--- config.mk ---
export PLATFORM = sky130hd
export DESIGN_NAME = gos_top
export DESIGN_NICKNAME = d
export VERILOG_FILES = /design/src/core/gos_pkg.sv /design/src/core/gos_top.sv /design/src/core/gos_sync.sv /design/src/core/gos_port.sv
export VERILOG_INCLUDE_DIRS = /design/src /design/src/core
export SDC_FILE = /design/constraint.sdc
export NUM_CORES = 1
export LEC_CHECK = 0
export BUFFER_PORTS_ARGS = -buffer_cell sky130_fd_sc_hd__buf_2
export CELL_PAD_IN_SITES_DETAIL_PLACEMENT = 1
export CELL_PAD_IN_SITES_GLOBAL_PLACEMENT = 1
export CORE_MARGIN = 4
export CORE_UTILIZATION = 40
export DETAILED_ROUTE_END_ITERATION = 6
export PLACE_DENSITY_LB_ADDON = 0.1
export SYNTH_ARGS = -nofsm -noshare
export SYNTH_HDL_FRONTEND = slang
export SYNTH_SLANG_ARGS = --single-unit
export TNS_END_PERCENT = 10
--- constraint.sdc ---
create_clock -name clock -period 2.2 [get_ports clock]
set_input_delay 0.22 -clock clock [delete_from_list [all_inputs] [get_ports clock]]
set_output_delay 0.22 -clock clock [all_outputs]
set_load 0.02 [all_outputs]
--- src/core/gos_consts.svh ---
// Offsets, reset values and sizes of the output set/clear block
`ifndef GOS_CONSTS_SVH
`define GOS_CONSTS_SVH

// ****************************************
// Sizes and reset values
// ****************************************
`define GOS_PORT_COUNT  8
`define GOS_PORT_WIDTH  8
`define GOS_ADDR_WIDTH  8
`define GOS_RESET_VAL   8'h00
`define GOS_READ_IDLE   8'h00
`define GOS_LOCKED_PIN  0

// ****************************************
// Direction offsets
// ****************************************
`define GOS_DIR_OFF_A   8'h24
`define GOS_DIR_OFF_B   8'h38
`define GOS_DIR_OFF_C   8'h4C
`define GOS_DIR_OFF_D   8'h60
`define GOS_DIR_OFF_E   8'h74
`define GOS_DIR_OFF_F   8'h88
`define GOS_DIR_OFF_G   8'h9C
`define GOS_DIR_OFF_H   8'hB0

// ****************************************
// Input level offsets
// ****************************************
`define GOS_DIN_OFF_A   8'h28
`define GOS_DIN_OFF_B   8'h3C
`define GOS_DIN_OFF_C   8'h50
`define GOS_DIN_OFF_D   8'h64
`define GOS_DIN_OFF_E   8'h78
`define GOS_DIN_OFF_F   8'h8C
`define GOS_DIN_OFF_G   8'hA0
`define GOS_DIN_OFF_H   8'hB4

// ****************************************
// Output value offsets
// ****************************************
`define GOS_DOUT_OFF_A  8'h2C
`define GOS_DOUT_OFF_B  8'h40
`define GOS_DOUT_OFF_C  8'h54
`define GOS_DOUT_OFF_D  8'h68
`define GOS_DOUT_OFF_E  8'h7C
`define GOS_DOUT_OFF_F  8'h90
`define GOS_DOUT_OFF_G  8'hA4
`define GOS_DOUT_OFF_H  8'hB8

// ****************************************
// Set alias offsets
// ****************************************
`define GOS_SET_OFF_A   8'h30
`define GOS_SET_OFF_B   8'h44
`define GOS_SET_OFF_C   8'h58
`define GOS_SET_OFF_D   8'h6C
`define GOS_SET_OFF_E   8'h80
`define GOS_SET_OFF_F   8'h9F
`define GOS_SET_OFF_G   8'hA8
`define GOS_SET_OFF_H   8'hBC

// ****************************************
// Clear alias offsets
// ****************************************
`define GOS_CLR_OFF_A   8'h34
`define GOS_CLR_OFF_B   8'h48
`define GOS_CLR_OFF_C   8'h5C
`define GOS_CLR_OFF_D   8'h70
`define GOS_CLR_OFF_E   8'h84
`define GOS_CLR_OFF_F   8'h98
`define GOS_CLR_OFF_G   8'hAC
`define GOS_CLR_OFF_H   8'hC0

`endif

--- src/core/gos_pkg.sv ---
// Types shared by the output set/clear block
package gos_pkg;

// ****************************************
// Types
// ****************************************
typedef logic [7:0] gos_byte_type;
typedef logic [7:0] gos_addr_type;

typedef struct packed {
	logic [7:0] dout_r;
	logic [7:0] dir_r;
} gos_port_state_type;

typedef struct packed {
	logic [7:0] meta_r;
	logic [7:0] level_r;
} gos_sync_state_type;

typedef struct packed {
	logic [7:0] rdata_r;
} gos_top_state_type;

endpackage : gos_pkg

--- src/core/gos_top.sv ---
// Register decode, read path and pin drive of the eight-port output block
//
// Decided for this implementation: the address-and-strobe port.
`timescale 1ns/1ps
`include "gos_consts.svh"
// Overview of operation
// - Input register reads pin levels, ignores writes
// - Output pins follow their output value bit
// - Output value registers read/write at offsets
// - Output and alias registers reset to zero
// - First port pin 0 never drives
// - Set alias write forces ones high
// - Set alias read returns output value
// - Set aliases decoded at their offsets
// - Clear alias write forces ones low
// - Clear alias read returns output value
// - Clear aliases decoded at their offsets
// - Buffer enabled only while direction bit set
module gos_top (
	// Clock and reset
	input  wire logic                  clock,
	input  wire logic                  srst,
	// Register port
	input  wire gos_pkg::gos_addr_type addr,
	input  wire gos_pkg::gos_byte_type wdata,
	input  wire logic                  wr,
	input  wire logic                  rd,
	output gos_pkg::gos_byte_type      rdata,
	// Pins
	input  wire logic [63:0]           pin_in,
	output logic [63:0]                pin_out,
	output logic [63:0]                pin_oe
);
	import gos_pkg::*;

	// ****************************************
	// Offset tables
	// ****************************************
	localparam int NP = `GOS_PORT_COUNT;
	localparam int PW = `GOS_PORT_WIDTH;
	localparam gos_addr_type DIR_OFF [NP] = '{
		`GOS_DIR_OFF_A, `GOS_DIR_OFF_B, `GOS_DIR_OFF_C, `GOS_DIR_OFF_D,
		`GOS_DIR_OFF_E, `GOS_DIR_OFF_F, `GOS_DIR_OFF_G, `GOS_DIR_OFF_H};
	localparam gos_addr_type DIN_OFF [NP] = '{
		`GOS_DIN_OFF_A, `GOS_DIN_OFF_B, `GOS_DIN_OFF_C, `GOS_DIN_OFF_D,
		`GOS_DIN_OFF_E, `GOS_DIN_OFF_F, `GOS_DIN_OFF_G, `GOS_DIN_OFF_H};
	localparam gos_addr_type DOUT_OFF [NP] = '{
		`GOS_DOUT_OFF_A, `GOS_DOUT_OFF_B, `GOS_DOUT_OFF_C, `GOS_DOUT_OFF_D,
		`GOS_DOUT_OFF_E, `GOS_DOUT_OFF_F, `GOS_DOUT_OFF_G, `GOS_DOUT_OFF_H};
	localparam gos_addr_type SET_OFF [NP] = '{
		`GOS_SET_OFF_A, `GOS_SET_OFF_B, `GOS_SET_OFF_C, `GOS_SET_OFF_D,
		`GOS_SET_OFF_E, `GOS_SET_OFF_F, `GOS_SET_OFF_G, `GOS_SET_OFF_H};
	localparam gos_addr_type CLR_OFF [NP] = '{
		`GOS_CLR_OFF_A, `GOS_CLR_OFF_B, `GOS_CLR_OFF_C, `GOS_CLR_OFF_D,
		`GOS_CLR_OFF_E, `GOS_CLR_OFF_F, `GOS_CLR_OFF_G, `GOS_CLR_OFF_H};

	// ****************************************
	// Per-port registers and synchronisers
	// ****************************************
	gos_byte_type      dout_v  [NP];
	gos_byte_type      dir_v   [NP];
	gos_byte_type      level_v [NP];
	gos_top_state_type state_r;
	gos_top_state_type state_nxt;
	logic [NP-1:0]     wr_dir_hit;
	logic [NP-1:0]     wr_dout_hit;
	logic [NP-1:0]     wr_set_hit;
	logic [NP-1:0]     wr_clr_hit;

	// ****************************************
	// Write decode
	// ****************************************
	always_comb begin
		for (int p = 0; p < NP; p++) begin
			wr_dir_hit[p]  = wr && (addr == DIR_OFF[p]);
			wr_dout_hit[p] = wr && (addr == DOUT_OFF[p]);
			wr_set_hit[p]  = wr && (addr == SET_OFF[p]);
			wr_clr_hit[p]  = wr && (addr == CLR_OFF[p]);
		end
	end

	// ****************************************
	// Port A
	// ****************************************
	gos_port #(
		.LOCK_PIN0 (1'b1)
	) u_port_a (
		.clock   (clock),
		.srst    (srst),
		.wr_dir  (wr_dir_hit[0]),
		.wr_dout (wr_dout_hit[0]),
		.wr_set  (wr_set_hit[0]),
		.wr_clr  (wr_clr_hit[0]),
		.wdata   (wdata),
		.dout    (dout_v[0]),
		.dir     (dir_v[0])
	);

	gos_sync u_sync_a (
		.clock     (clock),
		.srst      (srst),
		.pin_raw   (pin_in[0*PW +: PW]),
		.pin_level (level_v[0])
	);

	// ****************************************
	// Port B
	// ****************************************
	gos_port #(
		.LOCK_PIN0 (1'b0)
	) u_port_b (
		.clock   (clock),
		.srst    (srst),
		.wr_dir  (wr_dir_hit[1]),
		.wr_dout (wr_dout_hit[1]),
		.wr_set  (wr_set_hit[1]),
		.wr_clr  (wr_clr_hit[1]),
		.wdata   (wdata),
		.dout    (dout_v[1]),
		.dir     (dir_v[1])
	);

	gos_sync u_sync_b (
		.clock     (clock),
		.srst      (srst),
		.pin_raw   (pin_in[1*PW +: PW]),
		.pin_level (level_v[1])
	);

	// ****************************************
	// Port C
	// ****************************************
	gos_port #(
		.LOCK_PIN0 (1'b0)
	) u_port_c (
		.clock   (clock),
		.srst    (srst),
		.wr_dir  (wr_dir_hit[2]),
		.wr_dout (wr_dout_hit[2]),
		.wr_set  (wr_set_hit[2]),
		.wr_clr  (wr_clr_hit[2]),
		.wdata   (wdata),
		.dout    (dout_v[2]),
		.dir     (dir_v[2])
	);

	gos_sync u_sync_c (
		.clock     (clock),
		.srst      (srst),
		.pin_raw   (pin_in[2*PW +: PW]),
		.pin_level (level_v[2])
	);

	// ****************************************
	// Port D
	// ****************************************
	gos_port #(
		.LOCK_PIN0 (1'b0)
	) u_port_d (
		.clock   (clock),
		.srst    (srst),
		.wr_dir  (wr_dir_hit[3]),
		.wr_dout (wr_dout_hit[3]),
		.wr_set  (wr_set_hit[3]),
		.wr_clr  (wr_clr_hit[3]),
		.wdata   (wdata),
		.dout    (dout_v[3]),
		.dir     (dir_v[3])
	);

	gos_sync u_sync_d (
		.clock     (clock),
		.srst      (srst),
		.pin_raw   (pin_in[3*PW +: PW]),
		.pin_level (level_v[3])
	);

	// ****************************************
	// Port E
	// ****************************************
	gos_port #(
		.LOCK_PIN0 (1'b0)
	) u_port_e (
		.clock   (clock),
		.srst    (srst),
		.wr_dir  (wr_dir_hit[4]),
		.wr_dout (wr_dout_hit[4]),
		.wr_set  (wr_set_hit[4]),
		.wr_clr  (wr_clr_hit[4]),
		.wdata   (wdata),
		.dout    (dout_v[4]),
		.dir     (dir_v[4])
	);

	gos_sync u_sync_e (
		.clock     (clock),
		.srst      (srst),
		.pin_raw   (pin_in[4*PW +: PW]),
		.pin_level (level_v[4])
	);

	// ****************************************
	// Port F
	// ****************************************
	gos_port #(
		.LOCK_PIN0 (1'b0)
	) u_port_f (
		.clock   (clock),
		.srst    (srst),
		.wr_dir  (wr_dir_hit[5]),
		.wr_dout (wr_dout_hit[5]),
		.wr_set  (wr_set_hit[5]),
		.wr_clr  (wr_clr_hit[5]),
		.wdata   (wdata),
		.dout    (dout_v[5]),
		.dir     (dir_v[5])
	);

	gos_sync u_sync_f (
		.clock     (clock),
		.srst      (srst),
		.pin_raw   (pin_in[5*PW +: PW]),
		.pin_level (level_v[5])
	);

	// ****************************************
	// Port G
	// ****************************************
	gos_port #(
		.LOCK_PIN0 (1'b0)
	) u_port_g (
		.clock   (clock),
		.srst    (srst),
		.wr_dir  (wr_dir_hit[6]),
		.wr_dout (wr_dout_hit[6]),
		.wr_set  (wr_set_hit[6]),
		.wr_clr  (wr_clr_hit[6]),
		.wdata   (wdata),
		.dout    (dout_v[6]),
		.dir     (dir_v[6])
	);

	gos_sync u_sync_g (
		.clock     (clock),
		.srst      (srst),
		.pin_raw   (pin_in[6*PW +: PW]),
		.pin_level (level_v[6])
	);

	// ****************************************
	// Port H
	// ****************************************
	gos_port #(
		.LOCK_PIN0 (1'b0)
	) u_port_h (
		.clock   (clock),
		.srst    (srst),
		.wr_dir  (wr_dir_hit[7]),
		.wr_dout (wr_dout_hit[7]),
		.wr_set  (wr_set_hit[7]),
		.wr_clr  (wr_clr_hit[7]),
		.wdata   (wdata),
		.dout    (dout_v[7]),
		.dir     (dir_v[7])
	);

	gos_sync u_sync_h (
		.clock     (clock),
		.srst      (srst),
		.pin_raw   (pin_in[7*PW +: PW]),
		.pin_level (level_v[7])
	);

	// ****************************************
	// Pin drive
	// ****************************************
	assign pin_out = {dout_v[7], dout_v[6], dout_v[5], dout_v[4],
		dout_v[3], dout_v[2], dout_v[1], dout_v[0]};
	assign pin_oe  = {dir_v[7], dir_v[6], dir_v[5], dir_v[4],
		dir_v[3], dir_v[2], dir_v[1], dir_v[0]};

	// ****************************************
	// Read path
	// ****************************************
	always_comb begin
		state_nxt         = state_r;
		state_nxt.rdata_r = `GOS_READ_IDLE;
		if (rd) begin
			case (addr)
				// Direction
				DIR_OFF[0]: state_nxt.rdata_r = dir_v[0];
				DIR_OFF[1]: state_nxt.rdata_r = dir_v[1];
				DIR_OFF[2]: state_nxt.rdata_r = dir_v[2];
				DIR_OFF[3]: state_nxt.rdata_r = dir_v[3];
				DIR_OFF[4]: state_nxt.rdata_r = dir_v[4];
				DIR_OFF[5]: state_nxt.rdata_r = dir_v[5];
				DIR_OFF[6]: state_nxt.rdata_r = dir_v[6];
				DIR_OFF[7]: state_nxt.rdata_r = dir_v[7];

				// Input levels
				DIN_OFF[0]: state_nxt.rdata_r = level_v[0];
				DIN_OFF[1]: state_nxt.rdata_r = level_v[1];
				DIN_OFF[2]: state_nxt.rdata_r = level_v[2];
				DIN_OFF[3]: state_nxt.rdata_r = level_v[3];
				DIN_OFF[4]: state_nxt.rdata_r = level_v[4];
				DIN_OFF[5]: state_nxt.rdata_r = level_v[5];
				DIN_OFF[6]: state_nxt.rdata_r = level_v[6];
				DIN_OFF[7]: state_nxt.rdata_r = level_v[7];

				// Output values
				DOUT_OFF[0]: state_nxt.rdata_r = dout_v[0];
				DOUT_OFF[1]: state_nxt.rdata_r = dout_v[1];
				DOUT_OFF[2]: state_nxt.rdata_r = dout_v[2];
				DOUT_OFF[3]: state_nxt.rdata_r = dout_v[3];
				DOUT_OFF[4]: state_nxt.rdata_r = dout_v[4];
				DOUT_OFF[5]: state_nxt.rdata_r = dout_v[5];
				DOUT_OFF[6]: state_nxt.rdata_r = dout_v[6];
				DOUT_OFF[7]: state_nxt.rdata_r = dout_v[7];

				// Set aliases
				SET_OFF[0]: state_nxt.rdata_r = dout_v[0];
				SET_OFF[1]: state_nxt.rdata_r = dout_v[1];
				SET_OFF[2]: state_nxt.rdata_r = dout_v[2];
				SET_OFF[3]: state_nxt.rdata_r = dout_v[3];
				SET_OFF[4]: state_nxt.rdata_r = dout_v[4];
				SET_OFF[5]: state_nxt.rdata_r = dout_v[5];
				SET_OFF[6]: state_nxt.rdata_r = dout_v[6];
				SET_OFF[7]: state_nxt.rdata_r = dout_v[7];

				// Clear aliases
				CLR_OFF[0]: state_nxt.rdata_r = dout_v[0];
				CLR_OFF[1]: state_nxt.rdata_r = dout_v[1];
				CLR_OFF[2]: state_nxt.rdata_r = dout_v[2];
				CLR_OFF[3]: state_nxt.rdata_r = dout_v[3];
				CLR_OFF[4]: state_nxt.rdata_r = dout_v[4];
				CLR_OFF[5]: state_nxt.rdata_r = dout_v[5];
				CLR_OFF[6]: state_nxt.rdata_r = dout_v[6];
				CLR_OFF[7]: state_nxt.rdata_r = dout_v[7];
				default: state_nxt.rdata_r = `GOS_READ_IDLE;
			endcase
		end
	end

	always_ff @(posedge clock) begin
		if (srst) begin
			state_r <= '0;
		end else begin
			state_r <= state_nxt;
		end
	end

	assign rdata = state_r.rdata_r;

endmodule : gos_top

--- src/core/gos_sync.sv ---
// Two-stage synchroniser for one port of input pins
`timescale 1ns/1ps
module gos_sync (
	// Clock and reset
	input  wire logic             clock,
	input  wire logic             srst,
	// Pins and synchronised level
	input  wire gos_pkg::gos_byte_type pin_raw,
	output gos_pkg::gos_byte_type      pin_level
);
	import gos_pkg::*;

	gos_sync_state_type state_r;
	gos_sync_state_type state_nxt;

	always_comb begin
		state_nxt         = state_r;
		state_nxt.meta_r  = pin_raw;
		state_nxt.level_r = state_r.meta_r;
	end

	always_ff @(posedge clock) begin
		if (srst) begin
			state_r <= '0;
		end else begin
			state_r <= state_nxt;
		end
	end

	assign pin_level = state_r.level_r;

endmodule : gos_sync

--- src/core/gos_port.sv ---
// Direction and output value registers of one port
`timescale 1ns/1ps
`include "gos_consts.svh"
module gos_port #(
	parameter bit LOCK_PIN0 = 1'b0
) (
	// Clock and reset
	input  wire logic                  clock,
	input  wire logic                  srst,
	// Decoded write strobes
	input  wire logic                  wr_dir,
	input  wire logic                  wr_dout,
	input  wire logic                  wr_set,
	input  wire logic                  wr_clr,
	input  wire gos_pkg::gos_byte_type wdata,
	// Register contents
	output gos_pkg::gos_byte_type      dout,
	output gos_pkg::gos_byte_type      dir
);
	import gos_pkg::*;

	gos_port_state_type state_r;
	gos_port_state_type state_nxt;

	always_comb begin
		state_nxt = state_r;
		if (wr_dir) begin
			state_nxt.dir_r = wdata;
		end
		if (wr_dout) begin
			state_nxt.dout_r = wdata;
		end
		if (wr_set) begin
			state_nxt.dout_r = state_r.dout_r | wdata;
		end
		if (wr_clr) begin
			state_nxt.dout_r = state_r.dout_r & ~wdata;
		end
		if (LOCK_PIN0) begin
			state_nxt.dout_r[`GOS_LOCKED_PIN] = 1'b0;
			state_nxt.dir_r[`GOS_LOCKED_PIN]  = 1'b0;
		end
	end

	always_ff @(posedge clock) begin
		if (srst) begin
			state_r.dout_r <= `GOS_RESET_VAL;
			state_r.dir_r  <= `GOS_RESET_VAL;
		end else begin
			state_r <= state_nxt;
		end
	end

	assign dout = state_r.dout_r;
	assign dir  = state_r.dir_r;

endmodule : gos_port

Yosys cells after proc, flatten, opt, wreduce, memory -nomap -nowiden:

Cells that the tools add are included.

* reduce and logical (&&, ||, !) cells: 49
* multiplexer cells: 25
* bitwise gates (word level): 18
* equal/unequal tests: 40

Operator list (count)
* $mux W8: 24
* $pmux W8 S24: 1
* $eq A8 B8 Y1 const B: 17
* $eq A8 B7 Y1 const B: 16
* $and A8 B8 Y8: 8
* $or A8 B8 Y8: 8
* $eq A8 B6 Y1 const B: 7
* $logic_and A1 B1 Y1: 32
* $reduce_bool A3 Y1: 8
* $reduce_or A3 Y1: 8
* $not A8 Y8: 1
* $reduce_or A2 Y1: 1
* $not A1 Y1: 1

* flip-flop bits (word level): 264
* output and inout bits: 136

Longest topological paths before layout:

Gate-level depths: netlist of the first run.

* depth in word-level cells: 5
* gate-level depth with buffers: 9
* gate-level depth less buffers: 5

Hierarchy:

Synthesis of the first run repeated with hierarchy kept, for this count alone.

* cells, all modules: 1168
* area, all modules: 11532.3 um2

By module, submodules not included
* gos_port at u_port_b ...: area each 675.6 um2, cells an instance 68, instances 7
* gos_sync: area each 464.2 um2, cells an instance 33, instances 8
* gos_top: area each 2529.9 um2, cells an instance 370, instances 1
* gos_port at u_port_a: area each 559.3 um2, cells an instance 58, instances 1

Least setup slack after synthesis of the first run:

No wires, ideal clock.

* path type: input to register
* from: input addr[4]
* to: register state_r (netlist bit rdata[4])
* required time: 2061 ps
* stages: 6
* arrival time: 1650 ps
* setup time: 139 ps
* setup slack: 411 ps
* path buffers: 2
* cells stage by stage: buf_2 buf_1 mux2_2 a32o_1 a221oi_1 a41oi_2

* longest elaborated chain between the ends: 3
* elaborated cells on any way between the ends: 49

RTL lines
* start: declaration: line gos_top.sv:24 `input wire gos_pkg::gos_addr_type addr,`
* $eq A8 B8 Y1 (tied with other cells): line gos_top.sv:289 `case (addr)`
* $reduce_or A3 Y1 (no source line)
* $pmux W8 S24 (*): line gos_top.sv:289
* end signal: assignment: line gos_top.sv:348 `state_r <= state_nxt;`
* end: declaration: line gos_top.sv:63 `gos_top_state_type state_r;`

Mark *: on every way between the ends. The rest lies on a longest branch, timed or not.
A chain may end at the register's enable or synchronous reset.

Worst setup path after layout of the first run:

* from: register u_port_d.state_r (netlist bit u_port_d.dir[3])
* to: register state_r (netlist bit rdata[3])

* longest elaborated chain between the ends: 1

RTL lines
* start: declaration: line gos_port.sv:22 `gos_port_state_type state_r;`
* start signal: assignment: line gos_port.sv:50 `state_r <= state_nxt;`
* $pmux W8 S24: line gos_top.sv:289

No other way between the ends.

==> reports/results.env, run 1 <==
DRV.MAX_CAP_VIOLATION_COUNT=0
CRIT_FANOUT=3
GRT-OVFL-TOTAL=0
CP.REQUIRED_PS=2690
POWER-PER-CELL-AREA_mW_PER_MM2=719
DIE_X_UM=173
FRACTION_OF_SYNTHESIZED_AREA_IN_MULTIPLEXERS_PCT=4.89
LATER_PIN_CLOCK_LATENCY_IN_THE_SKEW_REPORT_PS=560
P_LEAK_nW=6.37
NETS=1642
CP.ARRIVAL_PS=2520
DIE-AREA_MM2=0.0298
DETAIL_ROUTE.ITER0.VIOLATIONS=840
CTS_SINKS=262
FINAL.MIN_CLOCK_PERIOD_PS=2040
SYNTHTOPCELLSBYAREA='sky130_fd_sc_hd__dfxtp_1 (48%), sky130_fd_sc_hd__nor2b_1 (7.7%), sky130_fd_sc_hd__a21oi_1 (4.5%)'
SYNTH_AREA_LEADER_CELL='sky130_fd_sc_hd__dfxtp_1'
RSZ0062_AT_GRT='false'
ACHIEVABLE-FREQUENCY_GHz=0.491
SYNTH.FF_LATCH_COUNT=262
REG2REG_SLACK_PS=160
SYNTH-ADDER-AREA-SHARE_PCT=0
NUM_ANTENNA_CELLS=0
CLKSLEWWORSTSETUPHOLDPATHS_PS=60
CRITICAL_PATH.STARTPOINT='u_port_d.dir[3]'
LAYOUT-DRIVE-GT1-SHARE_PCT=28.3
FP-ROW-COUNT=60
STATUS='finished, final reports clean'
SHARE_SEQ_OF_TOTAL_POWER_PCT=46.2
PORT_BUFFERS=217
TIMING.HOLD.WORST.CLASS='in2reg'
ASYNCSETRESETFLOPFRACSYNTH_PCT=0
FINALMAXSLEWVIOLATIONS=0
IO_COUNT=220
DETAILED_PLACE_HPWL_UM=35600
DESIGN.CORE.AREA_MM2=0.0268
LAYOUT_WORST_PATH_CYCLE_SHARE_PCT=92.6
WORST_MIN_PATH_START='srst'
TOTALNEGATIVESETUPSLACK_PS=0
AREA_GROWTH_PCT=35.9
START_UTIL_PCT=40.5
CRIT_PATH_CAPTURE='rdata[3]'
TRITONCTS.NUM_BUFFERS=27
SWITCHING_POWER_TOTAL_mW=2.53
YS.WARNINGS.COUNT=0
ROUTED-VIA-COUNT=10800
CPPEAKSTAGEDELAY_PS=580
SEQ_AREA_FRAC_SYNTH_PCT=48.3
SYNTH_TOP_AREA_SHARE_PCT=48.3
TRITONCTS='yes'
SYNTH_TOP_FAMILY_BY_AREA='simple AND/OR/NAND/NOR gates'
SETUP_SLACK_PS=162
CP-END-KIND='flop'
CRIT_TOP_CELL='sky130_fd_sc_hd__a2111oi_0'
CP-START-KIND='flop'
INTPOWER_mW=8.09
SYNTH_CELL_TYPE_COUNT=85
MAXSLEWHEADROOM_PCT=36.8
CELLS_ON_WORST_REG2REG_PATH=6
CTSHTREEMAXLEVEL=1
POWER.SHARE.SWITCHING_PCT=23.8
FIN_SKEW_PS=11.0
MAPPEDNETLISTAREA_MM2=0.0109
GRT_ANTENNA_BEFORE_REPAIR=2
FILLERS=3095
SIMPLE_LOGIC_CELL_FRACTION_OF_THE_SYNTHESIZED_AREA_PCT=25.6
ROUTE.DETAILED.WL_PER_INST_UM=25.9
VIA_COUNT_OF_THE_FIRST_GLOBAL_ROUTING_PASS=11300
WORSTREG2REGSTART='u_port_d.dir[3]'
GLOBAL_ROUTE_WIRE_LENGTH_BEFORE_REPAIR_UM=74100
FLOORPLAN.DIE.HEIGHT_UM=173
CRIT_PATH_TOP_DELAY_CELL='sky130_fd_sc_hd__a2111oi_0'
POWER_FRAC_COMB_PCT=8.0
POWER.IR.VDD_WORST_mV=0.628
MAXIMUM_NUMBER_OF_PINS_ON_ONE_NET_BEFORE_GLOBAL_ROUTE_REPAIR=107
ANTENNA_LEFT=0
MAX_SLEW.WORST_PIN.SLEW_PS=948
PLACE.GP.CONGESTION=0.972
POST_SYNTHESIS_COMPOUND_GATE_AREA_FRACTION_PCT=16.8
SYNTH.AVG_CELL_AREA_UM2=9.03
CRITICAL_PATH_CLASS='reg2reg'
CTSROOTBUFFERMASTER='sky130_fd_sc_hd__clkbuf_16'
YOSYS.AREA_SHARE.XOR_XNOR_PCT=0.0807
CRIT_PATH_CELL_TRACE='nand3b_1 -> a2111oi_0 -> a2111oi_0 -> buf_4 -> and4_1 -> a31oi_2'
DRT_PASS1_ITERATIONS=5
CTS_BUFFER_DEPTH=3
TRACK_USAGE_PCT=32.3
CRIT-REG2REG-CAPTURE='rdata[3]'
FINALHOLDVIOLCOUNT=0
FINALSETUPVIOLATIONS=0
ROUTE.DETAILED.VIAS_PER_INST=5.64
DRC_ERRORS=0
PLACE_WORST_SETUP_SLACK_PS=-236
SYNTH_FF_TYPE='sky130_fd_sc_hd__dfxtp_1'
WIRELENGTH_UM=49600
SYNTH_ENABLE_FLOP_CELLS=0
CLOCK_POWER_SHARE_PCT=45.8
SYNTH_CELLS=1202
[per-layer routing]
layer / vias to the layer above / global-route usage, % / routed length (um)
met5: - / 2.08 / 95
met4: 4 / 13.1 / 2450
met3: 116 / 5.75 / 3070
met2: 424 / 53.4 / 23200
met1: 5351 / 41.9 / 20800
li1: 4937 / - / -
[Yosys cell counts (3+ instances only)]
library cell and instances:
sky130_fd_sc_hd__buf_2 32, sky130_fd_sc_hd__a2111oi_0 9, sky130_fd_sc_hd__clkbuf_1 57, sky130_fd_sc_hd__nand3b_1 11
sky130_fd_sc_hd__nand4_1 12, sky130_fd_sc_hd__nand2b_1 4, sky130_fd_sc_hd__nor4b_1 4, sky130_fd_sc_hd__nor4bb_1 3
sky130_fd_sc_hd__o2bb2ai_1 7, sky130_fd_sc_hd__a22o_1 8, sky130_fd_sc_hd__o211ai_1 3, sky130_fd_sc_hd__a41oi_2 3
sky130_fd_sc_hd__nor3_1 3, sky130_fd_sc_hd__a31oi_1 3, sky130_fd_sc_hd__nand3_1 29, sky130_fd_sc_hd__nand2_1 115
sky130_fd_sc_hd__mux2i_1 44, sky130_fd_sc_hd__a21oi_1 98, sky130_fd_sc_hd__nor3b_1 3, sky130_fd_sc_hd__and4_1 8
sky130_fd_sc_hd__nor2b_1 133, sky130_fd_sc_hd__and3b_1 3, sky130_fd_sc_hd__o21ai_0 68, sky130_fd_sc_hd__nor2_1 120
sky130_fd_sc_hd__and3_1 22, sky130_fd_sc_hd__a211oi_1 3, sky130_fd_sc_hd__buf_6 3, sky130_fd_sc_hd__and4b_1 3
sky130_fd_sc_hd__a22oi_1 25, sky130_fd_sc_hd__buf_4 6, sky130_fd_sc_hd__a221oi_1 11, sky130_fd_sc_hd__a32o_1 5
sky130_fd_sc_hd__dfxtp_1 262, sky130_fd_sc_hd__a222oi_1 3, sky130_fd_sc_hd__mux2_2 8
[kinds of logic after synthesis]
group	count (synthesis)
buf+inv	102
compound gates	277
xor+xnor	1
other cells	1
simple gates	507
flops	262
mux	52
[worst min path at each step]
stage                                       end  slack [ps]  cells after the start
final                     u_sync_g.state_nxt[6]         110                      2
after detailed placement  u_sync_a.pin_level[5]         430                      1
after global placement    u_sync_g.pin_level[7]         420                      1
after global routing            u_port_d.dir[2]         130                      3
after CTS                       u_port_h.dir[1]         100                      2
after floorplan           u_sync_a.state_nxt[0]         350                      1
[cell usage in the layout, fill, tap and decap left out, types with 4 or more instances in the layout]
cell,count
sky130_fd_sc_hd__nor2b_1,133
sky130_fd_sc_hd__and3_1,22
sky130_fd_sc_hd__mux2i_1,44
sky130_fd_sc_hd__buf_2,216
sky130_fd_sc_hd__a22o_1,8
sky130_fd_sc_hd__nand2b_1,4
sky130_fd_sc_hd__nand3b_1,11
sky130_fd_sc_hd__nor4b_1,4
sky130_fd_sc_hd__a21oi_1,98
sky130_fd_sc_hd__nand4_1,12
sky130_fd_sc_hd__buf_4,132
sky130_fd_sc_hd__a2111oi_0,9
sky130_fd_sc_hd__dlygate4sd3_1,64
sky130_fd_sc_hd__a22oi_1,25
sky130_fd_sc_hd__nor2_1,120
sky130_fd_sc_hd__clkbuf_16,27
sky130_fd_sc_hd__nand3_1,29
sky130_fd_sc_hd__clkbuf_8,11
sky130_fd_sc_hd__a221oi_1,11
sky130_fd_sc_hd__nand2_1,115
sky130_fd_sc_hd__mux2_2,8
sky130_fd_sc_hd__dfxtp_1,262
sky130_fd_sc_hd__buf_12,13
sky130_fd_sc_hd__o2bb2ai_1,7
sky130_fd_sc_hd__a32o_1,5
sky130_fd_sc_hd__and4_1,8
sky130_fd_sc_hd__o21ai_0,68
[stage by stage]
step           util, %  instance area (um2)  std cells  power [mW]  hold WS (ps)
2_1_floorplan        -                10900       1203        5.36           348
3_3_place_gp      49.1                13200       1806        5.73           419
3_5_place_dp      49.1                13200       1806        5.74           426
4_1_cts           55.1                14800       1919        10.6          99.4
5_1_grt           55.1                14800       1919        10.9           129
6_report          55.1                14800       1919        10.6           106
[final cells by class]
class	count	area (um2)	share of cell area, %
inverter	2	7.51	0.0509
timing repair buffer	426	2980	20.2
tap	341	427	2.89
sequential	262	5250	35.5
clock inverter	8	111	0.754
multi-input combinational	839	5150	34.9
clock buffer	41	838	5.68
[what timing repair did]
action                     4_1_cts  5_1_grt
gates resized for setup          0        0
hold buffers                    64        0
setup endpoints to repair        0        0
buffers inserted                 0        0
hold endpoints to repair        64        0
[power by group through the flow]
stage               clock (mW)  combinational, mW  sequential, mW
finish                    4.86              0.850            4.91
global placement             0              0.717            5.01
detailed placement           0              0.731            5.01
CTS                       4.91              0.824            4.91
global route              5.11              0.908            4.91
floorplan                    0              0.378            4.99
[critical path: cells and delay by family (launching register included)]
kind / cells / cell delay (ps)
compound gates: 3 / 920
buf+inv: 1 / 180
flops: 1 / 450
simple gates: 2 / 420
Note: power is estimated with default switching activity, not from simulation.
==> inputs of run 2 (changes only) <==
- GPL_TIMING_DRIVEN: not set -> 0
==> run 2 against run 1 <==
Against the previous run:
- critical path depth is 1 lower
- cell area decreased by 5.0%
- via count grew 1.3%
- first-iteration DRC count up 16%
- power up 1.7%
- clock-buffer cell count shrank 1
- clock skew rose by 14 ps
- routed wire length up 6.8%
- hold slack worse by 37 ps
==> reports/results.env, run 2 (synthesis results as in run 1) <==
PLACE.GP.CONGESTION=0.967  # -0.57%
AREA_OF_THE_MULTI_INPUT_GATES_MM2=0.00520  # +1.0%
GRT-OVFL-TOTAL=0  # unchanged
DIE_X_UM=173  # unchanged
LATER_PIN_CLOCK_LATENCY_IN_THE_SKEW_REPORT_PS=560  # about the same
FINAL_COMMON_CELL='sky130_fd_sc_hd__dfxtp_1'
INTPOWER_mW=8.15  # +0.71%
DRV.MAX_CAP_VIOLATION_COUNT=0  # unchanged
CRITICAL_PATH_CLASS='reg2reg'
START_UTIL_PCT=40.5  # unchanged
LAYOUT.AREA.SEQ_MM2=0.00525  # unchanged
DRT_PASS1_ITERATIONS=5  # unchanged
DETAILED_PLACE_HPWL_UM=38200  # +7.1%
ROUTED-VIA-COUNT=11000  # +1.3%
FILLERS=3174  # +2.6%
DIE-AREA_MM2=0.0298  # unchanged
DRC_ERRORS=0  # unchanged
POST-PLACE-CELLS=1758  # -2.7%
GLOBAL_ROUTE_WIRE_LENGTH_BEFORE_REPAIR_UM=76900  # +3.7%
RSZ0062_AT_GRT='false'
DESIGN.CORE.AREA_MM2=0.0268  # unchanged
FINALSETUPVIOLATIONS=0  # unchanged
NETS=1595  # -2.9%
LAYOUT_COMMON_CELLS='sky130_fd_sc_hd__dfxtp_1 (262), sky130_fd_sc_hd__buf_2 (246), sky130_fd_sc_hd__nor2b_1 (133)'
MAXSLEWHEADROOM_PCT=20.8  # -16 points
CP.ARRIVAL_PS=2690  # +170 ps
ROUTE.DETAILED.WL_PER_INST_UM=28.3  # +9.3%
STATUS='finished, final reports clean'
CP-START-KIND='flop'
CRIT_FANOUT=3  # unchanged
CLOCK_POWER_SHARE_PCT=46.8  # +1.0 points
LAYOUT_WORST_PATH_CYCLE_SHARE_PCT=99.7  # +7.1 points
MAX_SLEW.WORST_PIN.SLEW_PS=1190  # +240 ps
FIN_SKEW_PS=25.3  # +14.3 ps
POWER_FRAC_COMB_PCT=7.7  # -0.3 points
MAXIMUM_NUMBER_OF_PINS_ON_ONE_NET_BEFORE_GLOBAL_ROUTE_REPAIR=14  # -87%
CTSROOTBUFFERMASTER='sky130_fd_sc_hd__clkbuf_16'
POWER-PER-CELL-AREA_mW_PER_MM2=770  # +7.0%
POWER.IR.VDD_WORST_mV=0.750  # +20%
TRITONCTS='yes'
VIA_COUNT_OF_THE_FIRST_GLOBAL_ROUTING_PASS=11500  # +1.2%
DETAIL_ROUTE.ITER0.VIOLATIONS=978  # +16%
TRACK_USAGE_PCT=34.0  # +1.7 points
ROUTE.DETAILED.VIAS_PER_INST=5.85  # +3.7%
CP.REQUIRED_PS=2690  # about the same
ACHIEVABLE-FREQUENCY_GHz=0.456  # -7.1%
CTS_SINKS=262  # unchanged
AREA_GROWTH_PCT=29.2
ANTENNA_LEFT=0  # unchanged
CP-END-KIND='flop'
FLOORPLAN.DIE.HEIGHT_UM=173  # unchanged
SHARE_SEQ_OF_TOTAL_POWER_PCT=45.5  # -0.7 points
FP-ROW-COUNT=60  # unchanged
SWITCHING_POWER_TOTAL_mW=2.65  # +5.0%
FINAL.MIN_CLOCK_PERIOD_PS=2190  # +156 ps
CTSHTREEMAXLEVEL=1  # unchanged
GRT_ANTENNA_BEFORE_REPAIR=2  # unchanged
FINALHOLDVIOLCOUNT=0  # unchanged
PORT_BUFFERS=214  # -1.4%
POST_CTS_BUFFERS=0  # unchanged
P_LEAK_nW=5.89  # -7.6%
LAYOUT-DRIVE-GT1-SHARE_PCT=22.5  # -5.8 points
CTS_BUFFER_DEPTH=3  # unchanged
TIMING.HOLD.WORST.CLASS='in2reg'
FINALMAXSLEWVIOLATIONS=0  # unchanged
TRITONCTS.NUM_BUFFERS=28  # +3.7%
WIRELENGTH_UM=53000  # +6.8%
POST_ROUTE_TOTAL_POWER_mW=10.8  # +1.7%
INSTANCES_NO_FILL=1875  # -2.3%
POWER.SHARE.SWITCHING_PCT=24.6  # +0.76 points
IO_COUNT=220  # unchanged
CLKSLEWWORSTSETUPHOLDPATHS_PS=70  # about the same
-- run 2: power by group through the flow --
| stage | clock (mW) | sequential (mW) | combinational (mW) |
|---|---|---|---|
| 6_report | 5.05 | 4.91 | 0.835 |
| 5_1_grt | 5.27 | 4.91 | 0.880 |
| 4_1_cts | 5.04 | 4.91 | 0.794 |
| 3_5_place_dp | 0 | 5.01 | 0.702 |
| 3_3_place_gp | 0 | 5.01 | 0.694 |
| 2_1_floorplan | 0 | 4.99 | 0.378 |
-- run 2: worst paths after layout --
kind / slack, ps / from / end / depth (start not counted)
hold reg to reg: 430 / u_sync_c.state_nxt[4] / u_sync_c.pin_level[4] / 1
hold / removal: 70 / wdata[0] / u_port_h.dout[0] / 4
setup reg to reg: 6 / u_port_d.dir[5] / rdata[5] / 5
setup / recovery: 6 / u_port_d.dir[5] / rdata[5] / 5
-- run 2: layout make-up --
class / instances / area share (%)
Sequential cell: 262 / 37.4
Inverter: 2 / 0.0535
Tap cell: 341 / 3.04
Antenna cell: 1 / 0.0178
Buffer: 100 / 3.31
Clock buffer: 40 / 5.68
Timing Repair Buffer: 278 / 12.2
Multi-Input combinational cell: 839 / 37.1
Clock inverter: 12 / 1.22
-- run 2: per-stage QoR --
step	hold WS [ps]	util [%]	instance area [um2]	setup TNS, ps	worst slack, ps
3_3_place_gp	420	46.1	12400	-30220	-870
3_5_place_dp	424	46.1	12400	-28550	-787
6_report	69.0	52.3	14000	0	6.25
2_1_floorplan	348	-	10900	0	411
4_1_cts	57.2	52.2	14000	0	7.52
5_1_grt	116	52.3	14000	0	28.1
-- run 2: metal layers --
layer / GRT usage [%] / wire length (um) / vias up
li1: - / - / 4842
met1: 42.5 / 21100 / 5463
met2: 57.2 / 25000 / 530
met3: 7.43 / 4410 / 137
met4: 13.8 / 2410 / 2
met5: 0 / 17 / -
-- run 2: what timing repair did --
| item | CTS | global route |
|---|---|---|
| hold endpoints to repair | 64 | 0 |
| hold buffers | 64 | 0 |
| gates resized for setup | 5 | 9 |
| endpoints found under the setup margin | 4 | 19 |
-- run 2: critical path: stages (launching register included) --
cell                        delay, ps
sky130_fd_sc_hd__dfxtp_1          470
sky130_fd_sc_hd__nand3b_1         120
sky130_fd_sc_hd__a2111oi_0        800
sky130_fd_sc_hd__a2111oi_2        170
sky130_fd_sc_hd__and4_1           350
sky130_fd_sc_hd__a31oi_2          210
==> inputs of run 3 (changes only) <==
- ABC_CLOCK_PERIOD_IN_PS: not set -> 2200
- CTS_CLUSTER_SIZE: not set -> 24
- PLACE_DENSITY: not set -> 0.75
- PLACE_DENSITY_LB_ADDON: 0.1 -> not set
==> run 3 against run 2 <==
Against the previous run:
- clock power rose by 4.0%
- fmax increased by 1.5%
- global-route usage down 0.55 points
- largest cell class unchanged
- highest routed layer unchanged
==> reports/results.env, run 3 (synthesis results as in run 1) <==
STATUS='finished, final reports clean'
CP-START-KIND='primary input'
DRT_PASS1_ITERATIONS=5  # unchanged
FINAL.MIN_CLOCK_PERIOD_PS=2160  # -33.4 ps
FIN_SKEW_PS=18.3  # -7.02 ps
TRITONCTS.NUM_BUFFERS=28  # unchanged
FINALHOLDVIOLCOUNT=0  # unchanged
CPPEAKSTAGEDELAY_PS=840  # +40 ps
ROUTE.DETAILED.WL_PER_INST_UM=27.9  # -1.4%
FINAL_COMMON_CELL='sky130_fd_sc_hd__dfxtp_1'
POWER.IR.VDD_WORST_mV=0.771  # +2.8%
VIA_COUNT_OF_THE_FIRST_GLOBAL_ROUTING_PASS=11400  # -0.98%
SETUP_SLACK_PS=39.7  # +33.4 ps
POST_ROUTE_TOTAL_POWER_mW=11.0  # +1.8%
MAXIMUM_NUMBER_OF_PINS_ON_ONE_NET_BEFORE_GLOBAL_ROUTE_REPAIR=16  # +2
GRT-OVFL-TOTAL=0  # unchanged
RSZ0062_AT_GRT='false'
CRIT_PATH_CELL_TRACE='buf_2 -> buf_2 -> or4b_1 -> clkbuf_1 -> o32ai_1 -> a2111oi_0 -> a31oi_1'
DRC_ERRORS=0  # unchanged
CLKSLEWWORSTSETUPHOLDPATHS_PS=70  # about the same
LAYOUT-DRIVE-GT1-SHARE_PCT=22.5  # unchanged
WIRELENGTH_UM=52300  # -1.4%
REG2REG_SLACK_PS=180  # +170 ps
CP_NUM_BUF_INV=3  # +3
TIMING.HOLD.WORST.CLASS='in2reg'
DESIGN.CORE.AREA_MM2=0.0268  # unchanged
GRT_ANTENNA_BEFORE_REPAIR=4  # +2
NETS=1595  # unchanged
FINALMAXSLEWVIOLATIONS=0  # unchanged
GLOBAL_ROUTE_WIRE_LENGTH_BEFORE_REPAIR_UM=75800  # -1.3%
CP.ARRIVAL_PS=2630  # -60 ps
CTS_SINKS=262  # unchanged
ROUTE.DETAILED.VIAS_PER_INST=5.86  # +0.13%
FP-ROW-COUNT=60  # unchanged
FLOORPLAN.DIE.HEIGHT_UM=173  # unchanged
DETAILED_PLACE_HPWL_UM=37300  # -2.3%
PLACE.GP.CONGESTION=0.993  # +2.7%
TRACK_USAGE_PCT=33.4  # -0.55 points
MAX_SLEW.WORST_PIN.SLEW_PS=1100  # -91.0 ps
DIE_X_UM=173  # unchanged
LAYOUT_WORST_PATH_CYCLE_SHARE_PCT=98.2  # -1.5 points
ANTENNA_LEFT=0  # unchanged
AREA_GROWTH_PCT=29.4
CTSHTREEMAXLEVEL=1  # unchanged
ACHIEVABLE-FREQUENCY_GHz=0.463  # +1.5%
LAYOUT_COMMON_CELLS='sky130_fd_sc_hd__dfxtp_1 (262), sky130_fd_sc_hd__buf_2 (246), sky130_fd_sc_hd__nor2b_1 (133)'
POST-PLACE-CELLS=1758  # unchanged
DRV.MAX_CAP_VIOLATION_COUNT=0  # unchanged
MAXSLEWHEADROOM_PCT=26.8  # +6.1 points
INSTANCES_NO_FILL=1876  # +0.053%
WORST_PATH_DOMINANT_CELL_FAMILY='compound AO/OA/AOI/OAI gates'
CRIT_FANOUT=10  # +7
CTSROOTBUFFERMASTER='sky130_fd_sc_hd__clkbuf_16'
TRITONCTS='yes'
CTS_BUFFER_DEPTH=3  # unchanged
CRIT_PATH_TOP_DELAY_CELL='sky130_fd_sc_hd__o32ai_1'
START_UTIL_PCT=40.5  # unchanged
PLACE_WORST_SETUP_SLACK_PS=-569  # +217 ps
TOTALNEGATIVESETUPSLACK_PS=0  # unchanged
P_LEAK_nW=5.91  # +0.30%
POWER-PER-CELL-AREA_mW_PER_MM2=783  # +1.7%
DETAIL_ROUTE.ITER0.VIOLATIONS=991  # +1.3%
DIE-AREA_MM2=0.0298  # unchanged
CP-END-KIND='flop'
CRIT_TOP_CELL='sky130_fd_sc_hd__buf_2'
IO_COUNT=220  # unchanged
LATER_PIN_CLOCK_LATENCY_IN_THE_SKEW_REPORT_PS=560  # about the same
FINALSETUPVIOLATIONS=0  # unchanged
PORT_BUFFERS=214  # unchanged
ROUTED-VIA-COUNT=11000  # +0.18%
FINISH.UTILIZATION_PCT=52.4  # +0.079 points
CRITICAL_PATH_CLASS='in2reg'
CP.REQUIRED_PS=2670  # -20 ps
POST_CTS_BUFFERS=0  # unchanged
[run 3: final cells by class]
cell class / count / area [um2]
Clock inverter: 16 / 248
Tap cell: 341 / 427
Clock buffer: 36 / 781
Inverter: 2 / 7.51
Timing Repair Buffer: 278 / 1710
Sequential cell: 262 / 5250
Buffer: 100 / 462
Antenna cell: 2 / 5.00
Multi-Input combinational cell: 839 / 5160
Fill cell: 3174 / 12800
[run 3: worst paths after layout]
kind,start,end,cells past startpoint
worst min register to register,u_sync_f.state_nxt[7],u_sync_f.pin_level[7],1
worst min-delay path,wdata[0],u_port_h.dout[0],4
worst max-delay path,addr[3],rdata[1],7
worst max register to register,u_port_a.dir[3],rdata[3],5
[run 3: through the flow]
step	hold WS, ps	cell area, um2
final	83.8	14000
after global routing	82.1	14000
after CTS	64.0	14000
after detailed placement	427	12400
after global placement	421	12400
after floorplan	348	10900
[run 3: layer usage]
metal / part of all wire [%] / GRT usage, % / vias up
met4: 4.7 / 13.8 / 4
met3: 9.7 / 8.72 / 126
met2: 47 / 55.9 / 603
met5: 0.048 / 0 / -
met1: 39 / 41.1 / 5417
li1: - / - / 4844
[run 3: power by group]
| group | switching, mW | total [mW] | internal (mW) | leakage [nW] |
|---|---|---|---|---|
| Clock | 2.13 | 5.25 | 3.13 | 0.501 |
| Combinational | 0.540 | 0.837 | 0.297 | 3.27 |
| Sequential | 0.0477 | 4.91 | 4.86 | 2.14 |
| Total | 2.72 | 11.0 | 8.28 | 5.91 |
[run 3: worst register-to-register path, cell delays in order (launching register included)]
cell	delay, ps
sky130_fd_sc_hd__dfxtp_1	330
sky130_fd_sc_hd__or3b_2	190
sky130_fd_sc_hd__a211oi_1	90
sky130_fd_sc_hd__a2111oi_0	710
sky130_fd_sc_hd__and4_1	470
sky130_fd_sc_hd__a31oi_2	130
[run 3: repair_timing]
action,CTS,global route
resized for setup,0,6
hold buffers,64,0
hold endpoints to repair,64,0
setup endpoints to repair,0,10
